**config.mk**
```make
export PLATFORM = sky130hd
export DESIGN_NAME = lupc_top
export DESIGN_NICKNAME = d
export VERILOG_FILES = /design/src/lupc_pkg.sv /design/src/lupc_top.sv
export SDC_FILE = /design/constraint.sdc
export NUM_CORES = 2
export LEC_CHECK = 0
export BUFFER_PORTS_ARGS = -buffer_cell sky130_fd_sc_hd__buf_2
export CORE_ASPECT_RATIO = 0.8
export CORE_MARGIN = 3
export CORE_UTILIZATION = 62
export DETAILED_ROUTE_END_ITERATION = 10
export PLACE_DENSITY_LB_ADDON = 0.1
export RECOVER_POWER = 25
export SETUP_SLACK_MARGIN = 0.05
export SLEW_MARGIN = 40
export SYNTH_ARGS = -nofsm -noshare
export SYNTH_HDL_FRONTEND = slang
export SYNTH_SLANG_ARGS = --single-unit
```
**constraint.sdc**
```tcl
create_clock -name clk_in -period 12.2 [get_ports clk_in]
set_input_delay 2.44 -clock clk_in [delete_from_list [all_inputs] [get_ports clk_in]]
set_output_delay 2.44 -clock clk_in [all_outputs]
set_load 0.005 [all_outputs]
```
**src/lupc_pkg.sv**
```systemverilog
// Constants, types and helper functions for the UDP port and checksum block
package lupc_pkg;

  // Well-known L2TPv3 UDP port, 1701
  localparam logic [15:0] LUPC_WELL_KNOWN_PORT = 16'h06a5;

  // Register byte offsets
  localparam logic [7:0] LUPC_OFF_CTRL   = 8'h00;
  localparam logic [7:0] LUPC_OFF_PORTS  = 8'h04;
  localparam logic [7:0] LUPC_OFF_MCAST  = 8'h08;
  localparam logic [7:0] LUPC_OFF_SEL    = 8'h0c;
  localparam logic [7:0] LUPC_OFF_SPORT  = 8'h10;
  localparam logic [7:0] LUPC_OFF_SFLAG  = 8'h14;
  localparam logic [7:0] LUPC_OFF_STATUS = 8'h18;

  // Field positions
  localparam int LUPC_BIT_CAPABLE = 0;
  localparam int LUPC_BIT_AUTH    = 1;
  localparam int LUPC_BIT_IPV6    = 2;
  localparam int LUPC_BIT_ACTIVE  = 8;
  localparam int LUPC_BIT_OWN_V   = 0;
  localparam int LUPC_BIT_CORE_V  = 1;
  localparam int LUPC_BIT_REJECT  = 0;

  // Reset values; empty multicast range until configured
  localparam logic [15:0] LUPC_MCAST_LO_RST = 16'hffff;
  localparam logic [15:0] LUPC_MCAST_HI_RST = 16'h0000;

  // Session table size
  localparam int LUPC_SESS_NUM = 8;
  localparam int LUPC_SESS_W   = 3;

  // Frame check sequence, reflected form
  localparam logic [31:0] LUPC_CRC_POLY    = 32'hedb88320;
  localparam logic [31:0] LUPC_CRC_INIT    = 32'hffffffff;
  localparam logic [31:0] LUPC_CRC_RESIDUE = 32'hdebb20e3;

  typedef enum logic [1:0] {
    LUPC_KIND_SCCRP,
    LUPC_KIND_CTRL,
    LUPC_KIND_UP_DATA,
    LUPC_KIND_DS_RETURN
  } lupc_kind_t;

  typedef enum logic {LUPC_BUS_IDLE, LUPC_BUS_ACK} lupc_bus_t;

  function automatic logic [31:0] lupc_crc_byte(input logic [31:0] crc, input logic [7:0] b);
    logic [31:0] c;
    c = crc ^ {24'h000000, b};
    for (int i = 0; i < 8; i++) begin
      c = c[0] ? ((c >> 1) ^ LUPC_CRC_POLY) : (c >> 1);
    end
    return c;
  endfunction

  function automatic logic [15:0] lupc_fold(input logic [31:0] s);
    logic [31:0] t;
    t = {16'h0000, s[15:0]} + {16'h0000, s[31:16]};
    t = {16'h0000, t[15:0]} + {16'h0000, t[31:16]};
    return t[15:0];
  endfunction

  function automatic logic lupc_in_range(input logic [15:0] p, input logic [15:0] lo,
                                         input logic [15:0] hi);
    return (p >= lo) && (p <= hi);
  endfunction

  function automatic logic [31:0] lupc_merge(input logic [31:0] old, input logic [31:0] nw,
                                             input logic [3:0] be);
    logic [31:0] r;
    r = old;
    for (int i = 0; i < 4; i++) begin
      if (be[i]) begin
        r[i*8 +: 8] = nw[i*8 +: 8];
      end
    end
    return r;
  endfunction

endpackage

```
**src/lupc_top.sv**
```systemverilog
// Remote node UDP port selection, UDP checksum and frame check logic
//
// Chosen here: the placing of the registers and register access over Avalon-MM.
`timescale 1ns/1ps
`default_nettype none

module lupc_top
  import lupc_pkg::*;
(
  input  wire logic                   clk_in,
  input  wire logic                   rst_in,
  input  wire logic                   ce_in,
  input  wire logic [7:0]             avs_address_in,
  input  wire logic                   avs_read_in,
  input  wire logic                   avs_write_in,
  input  wire logic [31:0]            avs_writedata_in,
  input  wire logic [3:0]             avs_byteenable_in,
  output logic      [31:0]            avs_readdata_out,
  output logic                        avs_waitrequest_out,
  input  wire logic                   rx_hdr_valid_in,
  input  wire logic                   rx_is_sccrq_in,
  input  wire logic                   rx_has_udp_in,
  input  wire logic [15:0]            rx_src_port_in,
  input  wire logic                   rx_byte_valid_in,
  input  wire logic [7:0]             rx_byte_in,
  input  wire logic                   rx_first_in,
  input  wire logic                   rx_last_in,
  input  wire logic                   rx_in_udp_in,
  input  wire logic                   rx_is_ctrl_in,
  input  wire logic [15:0]            rx_csum_in,
  output logic                        rx_done_out,
  output logic                        rx_discard_out,
  input  wire logic                   tx_req_in,
  input  wire logic [1:0]             tx_kind_in,
  input  wire logic [LUPC_SESS_W-1:0] tx_sess_in,
  output logic                        tx_hdr_valid_out,
  output logic                        tx_udp_out,
  output logic      [15:0]            tx_dst_port_out,
  output logic      [15:0]            tx_src_port_out,
  input  wire logic                   tx_byte_valid_in,
  input  wire logic [7:0]             tx_byte_in,
  input  wire logic                   tx_first_in,
  input  wire logic                   tx_last_in,
  input  wire logic                   tx_in_udp_in,
  input  wire logic                   tx_is_ctrl_in,
  output logic                        tx_done_out,
  output logic      [15:0]            tx_csum_out,
  output logic      [31:0]            tx_fcs_out
);

  //////////////////////////////////////////////////////////////////////////////
  // State

  lupc_bus_t               bus_state;
  logic                    udp_capable;
  logic                    auth_on;
  logic                    ipv6;
  logic                    udp_active;
  logic [15:0]             init_port;
  logic [15:0]             resp_port;
  logic [15:0]             mcast_lo;
  logic [15:0]             mcast_hi;
  logic [LUPC_SESS_W-1:0]  sess_sel;
  logic [15:0]             own_port  [LUPC_SESS_NUM];
  logic [15:0]             core_port [LUPC_SESS_NUM];
  logic [LUPC_SESS_NUM-1:0] own_valid;
  logic [LUPC_SESS_NUM-1:0] core_valid;
  logic                    reject;
  logic [15:0]             discard_cnt;
  logic [31:0]             rx_sum;
  logic [31:0]             rx_crc;
  logic                    rx_odd;
  logic [31:0]             tx_sum;
  logic [31:0]             tx_crc;
  logic                    tx_odd;

  logic [31:0] readv;
  logic [31:0] wv;
  logic        wr_go;
  logic        rx_go;
  logic        tx_go;
  logic        rx_discard;
  logic        rx_zero;
  logic [31:0] next_rx_sum;
  logic [31:0] next_rx_crc;
  logic        next_rx_odd;
  logic [31:0] next_tx_sum;
  logic [31:0] next_tx_crc;
  logic        next_tx_odd;
  logic [15:0] tx_fold;

  //////////////////////////////////////////////////////////////////////////////
  // Register bus

  assign wr_go = ce_in && avs_write_in && !avs_waitrequest_out;
  assign wv    = lupc_merge(readv, avs_writedata_in, avs_byteenable_in);

  always_comb begin
    readv = 32'h00000000;
    case (avs_address_in)
      LUPC_OFF_CTRL: begin
        readv[LUPC_BIT_CAPABLE] = udp_capable;
        readv[LUPC_BIT_AUTH]    = auth_on;
        readv[LUPC_BIT_IPV6]    = ipv6;
        readv[LUPC_BIT_ACTIVE]  = udp_active;
      end
      LUPC_OFF_PORTS:  readv = {init_port, resp_port};
      LUPC_OFF_MCAST:  readv = {mcast_hi, mcast_lo};
      LUPC_OFF_SEL:    readv[LUPC_SESS_W-1:0] = sess_sel;
      LUPC_OFF_SPORT:  readv = {core_port[sess_sel], own_port[sess_sel]};
      LUPC_OFF_SFLAG: begin
        readv[LUPC_BIT_OWN_V]  = own_valid[sess_sel];
        readv[LUPC_BIT_CORE_V] = core_valid[sess_sel];
      end
      LUPC_OFF_STATUS: readv = {discard_cnt, 15'h0000, reject};
      default:         readv = 32'h00000000;
    endcase
  end

  // One wait cycle, then the answer stands for exactly one cycle
  always_ff @(posedge clk_in) begin
    if (rst_in) begin
      bus_state           <= LUPC_BUS_IDLE;
      avs_waitrequest_out <= 1'b1;
      avs_readdata_out    <= 32'h00000000;
    end else if (ce_in) begin
      case (bus_state)
        LUPC_BUS_IDLE: begin
          if (avs_read_in || avs_write_in) begin
            bus_state           <= LUPC_BUS_ACK;
            avs_waitrequest_out <= 1'b0;
            avs_readdata_out    <= readv;
          end
        end
        LUPC_BUS_ACK: begin
          bus_state           <= LUPC_BUS_IDLE;
          avs_waitrequest_out <= 1'b1;
        end
        default: begin
          bus_state           <= LUPC_BUS_IDLE;
          avs_waitrequest_out <= 1'b1;
        end
      endcase
    end
  end

  // Configuration, and the responder port of the control port pair
  always_ff @(posedge clk_in) begin
    if (rst_in) begin
      udp_capable <= 1'b0;
      auth_on     <= 1'b0;
      ipv6        <= 1'b0;
      resp_port   <= LUPC_WELL_KNOWN_PORT;
      mcast_lo    <= LUPC_MCAST_LO_RST;
      mcast_hi    <= LUPC_MCAST_HI_RST;
      sess_sel    <= '0;
    end else if (wr_go) begin
      case (avs_address_in)
        LUPC_OFF_CTRL: begin
          udp_capable <= wv[LUPC_BIT_CAPABLE];
          auth_on     <= wv[LUPC_BIT_AUTH];
          ipv6        <= wv[LUPC_BIT_IPV6];
        end
        LUPC_OFF_PORTS: begin
          if (!lupc_in_range(wv[15:0], mcast_lo, mcast_hi)) begin
            resp_port <= wv[15:0];
          end
        end
        LUPC_OFF_MCAST: begin
          mcast_lo <= wv[15:0];
          mcast_hi <= wv[31:16];
        end
        LUPC_OFF_SEL: sess_sel <= wv[LUPC_SESS_W-1:0];
        default: begin
        end
      endcase
    end
  end

  // Learning the initiator port also switches UDP headers on
  always_ff @(posedge clk_in) begin
    if (rst_in) begin
      init_port  <= LUPC_WELL_KNOWN_PORT;
      udp_active <= 1'b0;
    end else if (ce_in && rx_hdr_valid_in && rx_is_sccrq_in && rx_has_udp_in && udp_capable) begin
      init_port  <= rx_src_port_in;
      udp_active <= 1'b1;
    end
  end

  // Session table; own ports in the multicast range are refused
  always_ff @(posedge clk_in) begin
    if (rst_in) begin
      own_valid  <= '0;
      core_valid <= '0;
      for (int i = 0; i < LUPC_SESS_NUM; i++) begin
        own_port[i]  <= 16'h0000;
        core_port[i] <= 16'h0000;
      end
    end else if (wr_go) begin
      if (avs_address_in == LUPC_OFF_SPORT) begin
        core_port[sess_sel] <= wv[31:16];
        if (!lupc_in_range(wv[15:0], mcast_lo, mcast_hi)) begin
          own_port[sess_sel] <= wv[15:0];
        end
      end
      if (avs_address_in == LUPC_OFF_SFLAG) begin
        own_valid[sess_sel]  <= wv[LUPC_BIT_OWN_V];
        core_valid[sess_sel] <= wv[LUPC_BIT_CORE_V];
      end
    end
  end

  // Refusal flag: a new refusal wins over a clear in the same cycle
  always_ff @(posedge clk_in) begin
    if (rst_in) begin
      reject <= 1'b0;
    end else if (wr_go) begin
      if (((avs_address_in == LUPC_OFF_SPORT) || (avs_address_in == LUPC_OFF_PORTS))
          && lupc_in_range(wv[15:0], mcast_lo, mcast_hi)) begin
        reject <= 1'b1;
      end else if (avs_address_in == LUPC_OFF_STATUS
                   && avs_byteenable_in[0] && avs_writedata_in[LUPC_BIT_REJECT]) begin
        reject <= 1'b0;
      end
    end
  end

  //////////////////////////////////////////////////////////////////////////////
  // Outgoing header ports

  always_ff @(posedge clk_in) begin
    if (rst_in) begin
      tx_hdr_valid_out <= 1'b0;
      tx_udp_out       <= 1'b0;
      tx_dst_port_out  <= 16'h0000;
      tx_src_port_out  <= 16'h0000;
    end else if (ce_in) begin
      tx_hdr_valid_out <= tx_req_in;
      if (tx_req_in) begin
        tx_udp_out <= udp_active;
        case (lupc_kind_t'(tx_kind_in))
          LUPC_KIND_SCCRP, LUPC_KIND_CTRL: begin
            tx_dst_port_out <= init_port;
            tx_src_port_out <= resp_port;
          end
          LUPC_KIND_UP_DATA: begin
            tx_dst_port_out <= core_valid[tx_sess_in] ? core_port[tx_sess_in] : init_port;
            tx_src_port_out <= own_valid[tx_sess_in] ? own_port[tx_sess_in] : resp_port;
          end
          default: begin
            tx_dst_port_out <= core_valid[tx_sess_in] ? core_port[tx_sess_in] : init_port;
            tx_src_port_out <= own_valid[tx_sess_in] ? own_port[tx_sess_in] : resp_port;
          end
        endcase
      end
    end
  end

  //////////////////////////////////////////////////////////////////////////////
  // Checksum and frame check accumulation

  assign rx_go = ce_in && rx_byte_valid_in;
  assign tx_go = ce_in && tx_byte_valid_in;

  // First byte of a pair is the high half of a 16-bit word
  always_comb begin
    next_rx_sum = rx_first_in ? 32'h00000000 : rx_sum;
    next_rx_odd = rx_first_in ? 1'b0 : rx_odd;
    next_rx_crc = lupc_crc_byte(rx_first_in ? LUPC_CRC_INIT : rx_crc, rx_byte_in);
    if (rx_in_udp_in) begin
      next_rx_sum = next_rx_sum + (next_rx_odd ? {24'h000000, rx_byte_in}
                                               : {16'h0000, rx_byte_in, 8'h00});
      next_rx_odd = !next_rx_odd;
    end
    next_tx_sum = tx_first_in ? 32'h00000000 : tx_sum;
    next_tx_odd = tx_first_in ? 1'b0 : tx_odd;
    next_tx_crc = lupc_crc_byte(tx_first_in ? LUPC_CRC_INIT : tx_crc, tx_byte_in);
    if (tx_in_udp_in) begin
      next_tx_sum = next_tx_sum + (next_tx_odd ? {24'h000000, tx_byte_in}
                                               : {16'h0000, tx_byte_in, 8'h00});
      next_tx_odd = !next_tx_odd;
    end
  end

  always_ff @(posedge clk_in) begin
    if (rst_in) begin
      rx_sum <= 32'h00000000;
      rx_crc <= LUPC_CRC_INIT;
      rx_odd <= 1'b0;
      tx_sum <= 32'h00000000;
      tx_crc <= LUPC_CRC_INIT;
      tx_odd <= 1'b0;
    end else begin
      if (rx_go) begin
        rx_sum <= next_rx_sum;
        rx_crc <= next_rx_crc;
        rx_odd <= next_rx_odd;
      end
      if (tx_go) begin
        tx_sum <= next_tx_sum;
        tx_crc <= next_tx_crc;
        tx_odd <= next_tx_odd;
      end
    end
  end

  //////////////////////////////////////////////////////////////////////////////
  // Receive verdict

  assign rx_zero = (rx_csum_in == 16'h0000);

  // Data over IPv4 skips nonzero checksums to save a compare path
  always_comb begin
    rx_discard = (next_rx_crc != LUPC_CRC_RESIDUE);
    if (rx_is_ctrl_in) begin
      if (rx_zero) begin
        rx_discard = rx_discard || !auth_on;
      end else if (lupc_fold(next_rx_sum) != 16'hffff) begin
        rx_discard = 1'b1;
      end
    end else if (!rx_zero && ipv6 && lupc_fold(next_rx_sum) != 16'hffff) begin
      rx_discard = 1'b1;
    end
  end

  always_ff @(posedge clk_in) begin
    if (rst_in) begin
      rx_done_out    <= 1'b0;
      rx_discard_out <= 1'b0;
      discard_cnt    <= 16'h0000;
    end else if (ce_in) begin
      rx_done_out <= rx_byte_valid_in && rx_last_in;
      if (rx_byte_valid_in && rx_last_in) begin
        rx_discard_out <= rx_discard;
        if (rx_discard) begin
          discard_cnt <= discard_cnt + 16'h0001;
        end
      end
    end
  end

  //////////////////////////////////////////////////////////////////////////////
  // Transmit checksum and frame check

  assign tx_fold = ~lupc_fold(next_tx_sum);

  always_ff @(posedge clk_in) begin
    if (rst_in) begin
      tx_done_out <= 1'b0;
      tx_csum_out <= 16'h0000;
      tx_fcs_out  <= 32'h00000000;
    end else if (ce_in) begin
      tx_done_out <= tx_byte_valid_in && tx_last_in;
      if (tx_byte_valid_in && tx_last_in) begin
        tx_fcs_out <= ~next_tx_crc;
        if (!tx_is_ctrl_in || (auth_on && !ipv6)) begin
          tx_csum_out <= 16'h0000;
        end else begin
          // A computed zero is sent as all ones, zero means no checksum
          tx_csum_out <= (tx_fold == 16'h0000) ? 16'hffff : tx_fold;
        end
      end
    end
  end
endmodule

`default_nettype wire

```
======== After elaboration in Yosys (flattened, before gate mapping) ========
Memory sizes are Yosys's and may differ from the RTL's. A register that Yosys moved wholly into a read port is not among the register bits.
Index checks and enable logic that the tools add are counted.
word-level totals
  bits in registers ....................... 353
  latch bits .............................. 0
  bits in writable memories ............... 256
  ROM bits ................................ 0
  input bits .............................. 116
  logic and storage cells ................. 212
  memories kept ........................... 2
memories
  name       depth  width  read ports  clocked after memory_dff  write ports  line            RTL
  core_port  8      16     2           1                         8            lupc_top.sv:65  logic [15:0] core_port [LUPC_SESS_NUM];
  own_port   8      16     2           1                         8            lupc_top.sv:64  logic [15:0] own_port [LUPC_SESS_NUM];
operators by class
  add/subtract/negate cells ............... 7
  multiply operators ...................... 0
  divide/modulo/power cells ............... 0
  order comparisons ....................... 5
  equal/unequal tests ..................... 10
  shifts and indexed selects .............. 0
  muxes and demuxes ....................... 86
  bitwise operators ....................... 22
  reductions and logical operators ........ 49
operators by type and width
  operator               number
  $mux 32                22
  $not 13->14            16
  $mux 16                10
  $pmux 23 s4            1
  $add 32x16->32         2
  $xor 32x8->32          2
  $add 16x16->17         2
  $add 16x1->16          2
  $logic_not 16->1       2
  $mux 8                 4
  $ne 32x32->1 const B   1
  $not 32->32            1
  $reduce_or 16->1       2
  $mux 1                 30
  $eq 8x5->1 const B     3
  $logic_and 1x1->1      18
  $mux 3                 6
  $reduce_and 2->1       9
  $add 16x1->16 const B  1
  $bwmux 8               2
  $eq 8x4->1 const B     2
  $ge 16x16->1           1
  $le 16x16->1           1
  $ne 16x16->1 const B   1
  21 further kinds       38

======== Depth between registers and ports, before layout ========
  word-level depth ........................ 23
  depth in mapped cells ................... 46
  gate-level depth less buffers ........... 36

======== Least setup slack after synthesis ========
No wires, ideal clock.
  path type ............................... input to register
  start point ............................. input port rx_first_in
  end point ............................... register discard_cnt[13]
  arrival ................................. 11.117 ns
  data required time ...................... 12.079 ns
  setup slack ............................. 0.961 ns
  cell stages on the path ................. 45
  cells stage by stage .................... buf_2 buf_2 buf_2 buf_2 clkbuf_1 nor2b_1 clkbuf_1 clkbuf_1 and2_1 ha_1 fa_1 a21o_1 a21oi_1 o21ai_0 a21oi_1 o21bai_1 a21o_1 a211oi_1 [9 not listed] nand3_1 a32o_1 o21ai_0 o21a_1 or2_2 ha_1 ha_1 o311ai_0 a2111oi_0 nand4_1 nor4_1 nand4_1 or3b_2 a221oi_2 a21o_4 buf_8 nor4_2 mux2_4
between the ends
  elaborated cells on any way between the ends .. 34
RTL lines
  item                                                line                              RTL
  start: declaration                                  lupc_top.sv:26                    input wire logic rx_first_in,
  $mux 1                                              lupc_top.sv:269                   next_rx_odd = rx_first_in ? 1'b0 : rx_odd;
  $mux 16                                             lupc_top.sv:272                   next_rx_sum = next_rx_sum + (next_rx_odd ? {24'h000000, rx_byte_in}
  $add 32x16->32                                      lupc_top.sv:272
  $mux 32 (*)                                         lupc_top.sv:271                   if (rx_in_udp_in) begin
  named net next_rx_sum[16]                           lupc_top.sv:84                    logic [31:0] next_rx_sum;
  $add 16x16->17 (*)                                  lupc_pkg.sv:58                    t = {16'h0000, s[15:0]} + {16'h0000, s[31:16]};
  $add 16x1->16 (*)                                   lupc_pkg.sv:59                    t = {16'h0000, t[15:0]} + {16'h0000, t[31:16]};
  $ne 16x16->1 (*)                                    lupc_top.sv:319, lupc_top.sv:322
  $mux 1 / $logic_and 1x1->1 (equally long branches)  lupc_top.sv:319, lupc_top.sv:322
  $mux 1 (on tied branches)                           lupc_top.sv:317, lupc_top.sv:322
  $mux 1 (*)                                          lupc_top.sv:316                   if (rx_is_ctrl_in) begin
  $reduce_and 3->1 (no source line) (*)               -
  end signal: assignment                              lupc_top.sv:337                   discard_cnt <= discard_cnt + 16'h0001;
  end: declaration                                    lupc_top.sv:69                    logic [15:0] discard_cnt;
Mark *: on every way through the listed nets, which the timed path passes. The rest lies on a longest branch.
A chain may end at the register's enable or synchronous reset.

======== Final worst setup path ========
  start point ............................. input port rx_first_in
  end point ............................... register discard_cnt[2]
The elaborated chain is that of the path after synthesis.

==> run metrics <==
status=finished, violations left; failing checks=max-capacitance violations, max-slew violations; CTS resizes=0; Rows=78; async set-reset flop share out of synthesis=0%; leakage=15.09 nW; CTS hold repair buffers=0; Flop pwr share=45.6%; Crit Path Class=input pin to register; largest net degree at the start of global routing=103; #FFs+latches synth=612; sum of buffers and inverters on the critical path=1; Mapped Cells=3771; initial DRC count=3684; Final Max Slew Viols=355; Setup Viol. Count Final=0; endpoints failing hold=0; Ys Warns=0; RSZ-0062 raised after global routing=false; Finished Layout Cells=4656; post-layout min period=10.99 ns; Crit-path slowest cell=a221oi_2; fin nets=4067; Placed Area=37310 sq um; slowest stage delay, CP=0.55 ns; number of global-route vias before repair=28574; pwr dens=125.6 nW/um^2; CP Launch Type=input pin; fin area=39320 sq um; Clk pin slew, worst setup/hold paths=0.07 ns; maximum clock rate=91.03 MHz; Hold Crit Start=rx_sum[8]$_SDFFE_PP0P_; Final GP Congestion=0.9600; initial antenna violation count=10; clk root buf=clkbuf_16; worst skew pair latency=0.66 ns; Worst Hold Class=register to register; final core occ=69.23%; Synth Area per Inst=9.473 sq um; Final WS setup=1.215 ns; Net Sw Frac=27.16%; top-count cell post-synth=nor2_1; Core Footprint=56800 sq um; worst-case clock buffer depth=3; Hold WS=0.4512 ns; DIE WIDTH=274.4 um; worst slew pin tran=3.856 ns; top_reg_cell synth=dfxtp_1; DRC Markers=0; Clock Skew=0.06096 ns; P&R area growth vs syn=10.07%; top-area cell type share of the netlist area=21.52%; critical path's top delay family=compound AO/OA/AOI/OAI gates; synthesized cell area=35720 sq um; grt total ovfl=0; ranking of synthesized cells by area=edfxtp_1 (22%), dfxtp_1 (20%), mux4_2 (8.3%), nor2_1 (6.4%), xnor2_1 (4.6%); clock network power share=39.3%; internal power=3.597 mW; most frequent CP cell=ha_1; max-cap violations=7; dpl ws=0.7080 ns; Psw=1.341 mW; fraction of the yosys area taken by sequential cells=41.47%; fraction of final layout cells with drive strength greater than 1=13.92%; Post-Synthesis Net Count=3993; final wirelength=108900 um; Tcrit/Tclk final=90.04%; placed cell count=4542; CTS tree=built; 1st-pass router iterations=8; CTS HTree Levels=2; Die Footprint=60550 sq um; hold path cells=2; Reg2Reg Depth=36; CP required=12.69 ns; synth cell count leaders=nor2_1 (606), nand2_1 (389), dfxtp_1 (356); io pins=234; post-CTS setup buffers=0; first-pass GRT wire length=165500 um; Vias=30247; Slew HR=-157.1%; worst reg2reg startpoint=rx_odd$_SDFFE_PP0P_; cell taking the most area after synthesis=edfxtp_1; Worst Path Max Fanout=25; WL/cell=23.39 um; peak supply drop=0.1470 mV; Post-DP HPWL=73870 um; Setup TNS=0 ns; EDFF count, synth=256; Logic pwr share=15.0%; Crit path arrival time=11.48 ns; CTS Sinks=612; Cell variety after synth=97; PortBufs=232; Setup crit start=rx_first_in; Die H=220.7 um; Critical Path Stages=37; antenna viol nets, final=0; initial core utilization=62.90%; number of buffers created by CTS=60; Power Total=4.938 mW; Setup crit end kind=register; vias per cell=6.496; GRT Total Usage=35.38%
worst reg2reg max path, delay by kind of cell (launching register included):
family          cells  cell delay, ns
flops               1            0.31
simple gates       11            2.12
fa+ha+maj           6            1.95
mux                 1            0.31
xor+xnor            1            0.09
compound gates     17            4.21
power groups by stage:
stage | Sequential, mW | Clock (mW) | Combinational, mW
2_1_floorplan | 2.28 | 0 | 0.519
3_3_place_gp | 2.29 | 0 | 0.706
3_5_place_dp | 2.30 | 0 | 0.721
4_1_cts | 2.25 | 1.95 | 0.726
5_1_grt | 2.26 | 2.04 | 0.802
6_report | 2.25 | 1.94 | 0.743
flip-flops by register name, indices dropped and copies added, names as in the netlist, 3 cells and up, named ones only:
register and count:
resp_port 16, tx_crc 32, tx_csum_out 16, tx_dst_port_out 16, init_port 16, mcast_hi 16
rx_crc 32, tx_fcs_out 32, avs_readdata_out 32, discard_cnt 16, core_valid 8, own_valid 8
tx_src_port_out 16, sess_sel 3, mcast_lo 16, tx_sum 32, core_port 128, rx_sum 32
own_port 128
cell type report:
cell class | instances | area, sq um
Tap cell | 760 | 950.9
Multi-Input combinational cell | 2810 | 19780
Clock buffer | 88 | 1790
Antenna cell | 2 | 5.005
Timing Repair Buffer | 278 | 1383
Fill cell | 4433 | 17480
Sequential cell | 612 | 14820
Clock inverter | 23 | 277.8
Inverter | 83 | 314.1
placed cells by master, fill, tap and decap left out, types with 13 or more instances in the layout:
cell type	Yosys	final
o211ai_1	88	88
mux2_2	34	34
xnor2_1	187	182
a31oi_1	18	18
dfxtp_1	356	353
nand2b_1	24	24
nand4_1	26	26
clkbuf_8	0	15
edfxtp_1	256	256
nor3_1	86	85
a21oi_1	193	192
a22oi_1	31	31
buf_2	14	131
or3_1	25	25
nor2_1	606	604
mux2i_1	132	109
a21o_1	37	34
mux2i_2	0	23
xor2_1	61	61
nor2b_1	73	73
mux4_2	132	132
clkbuf_16	0	62
ha_1	102	102
o21ai_0	135	135
and2_1	41	39
a222oi_1	18	18
and3_1	30	30
nand2_2	1	27
a211oi_1	19	19
nand3_1	92	92
o21bai_1	13	13
inv_1	83	82
buf_4	2	36
clkbuf_1	204	117
nand2_1	389	363
o21a_1	16	16
logic make-up (layout without fill, tap and decap cells):
logic type	after synthesis	in the layout	synth area share [%]
xor gates and xnor gates	261	261	6.900
and+or+nand+nor	1470	1470	18.46
other	0	2	0
muxes	300	300	13.17
AOI/OAI and AO/OA	673	673	12.39
buffers and inverters	349	472	3.818
DFF	612	612	41.47
adders and majority gates	106	106	3.797
path summary, 6_finish.rpt:
path | to | slack (ns)
setup / recovery | discard_cnt[2]$_SDFFE_PP0P_ | 1.21
hold / removal | rx_sum[8]$_SDFFE_PP0P_ | 0.45
setup reg to reg | discard_cnt[2]$_SDFFE_PP0P_ | 3.11
hold reg to reg | rx_sum[8]$_SDFFE_PP0P_ | 0.45
layer usage:
metal	global-route usage, %	up-vias	routed length (um)	part of all wire [%]
met2	55.43	1667	48760	45
met3	9.107	282	12110	11
met4	11.67	14	3954	3.6
met1	48.36	14624	43960	40
met5	0	-	106	0.097
li1	-	13660	-	-
Power figures use the tool's default switching activity.
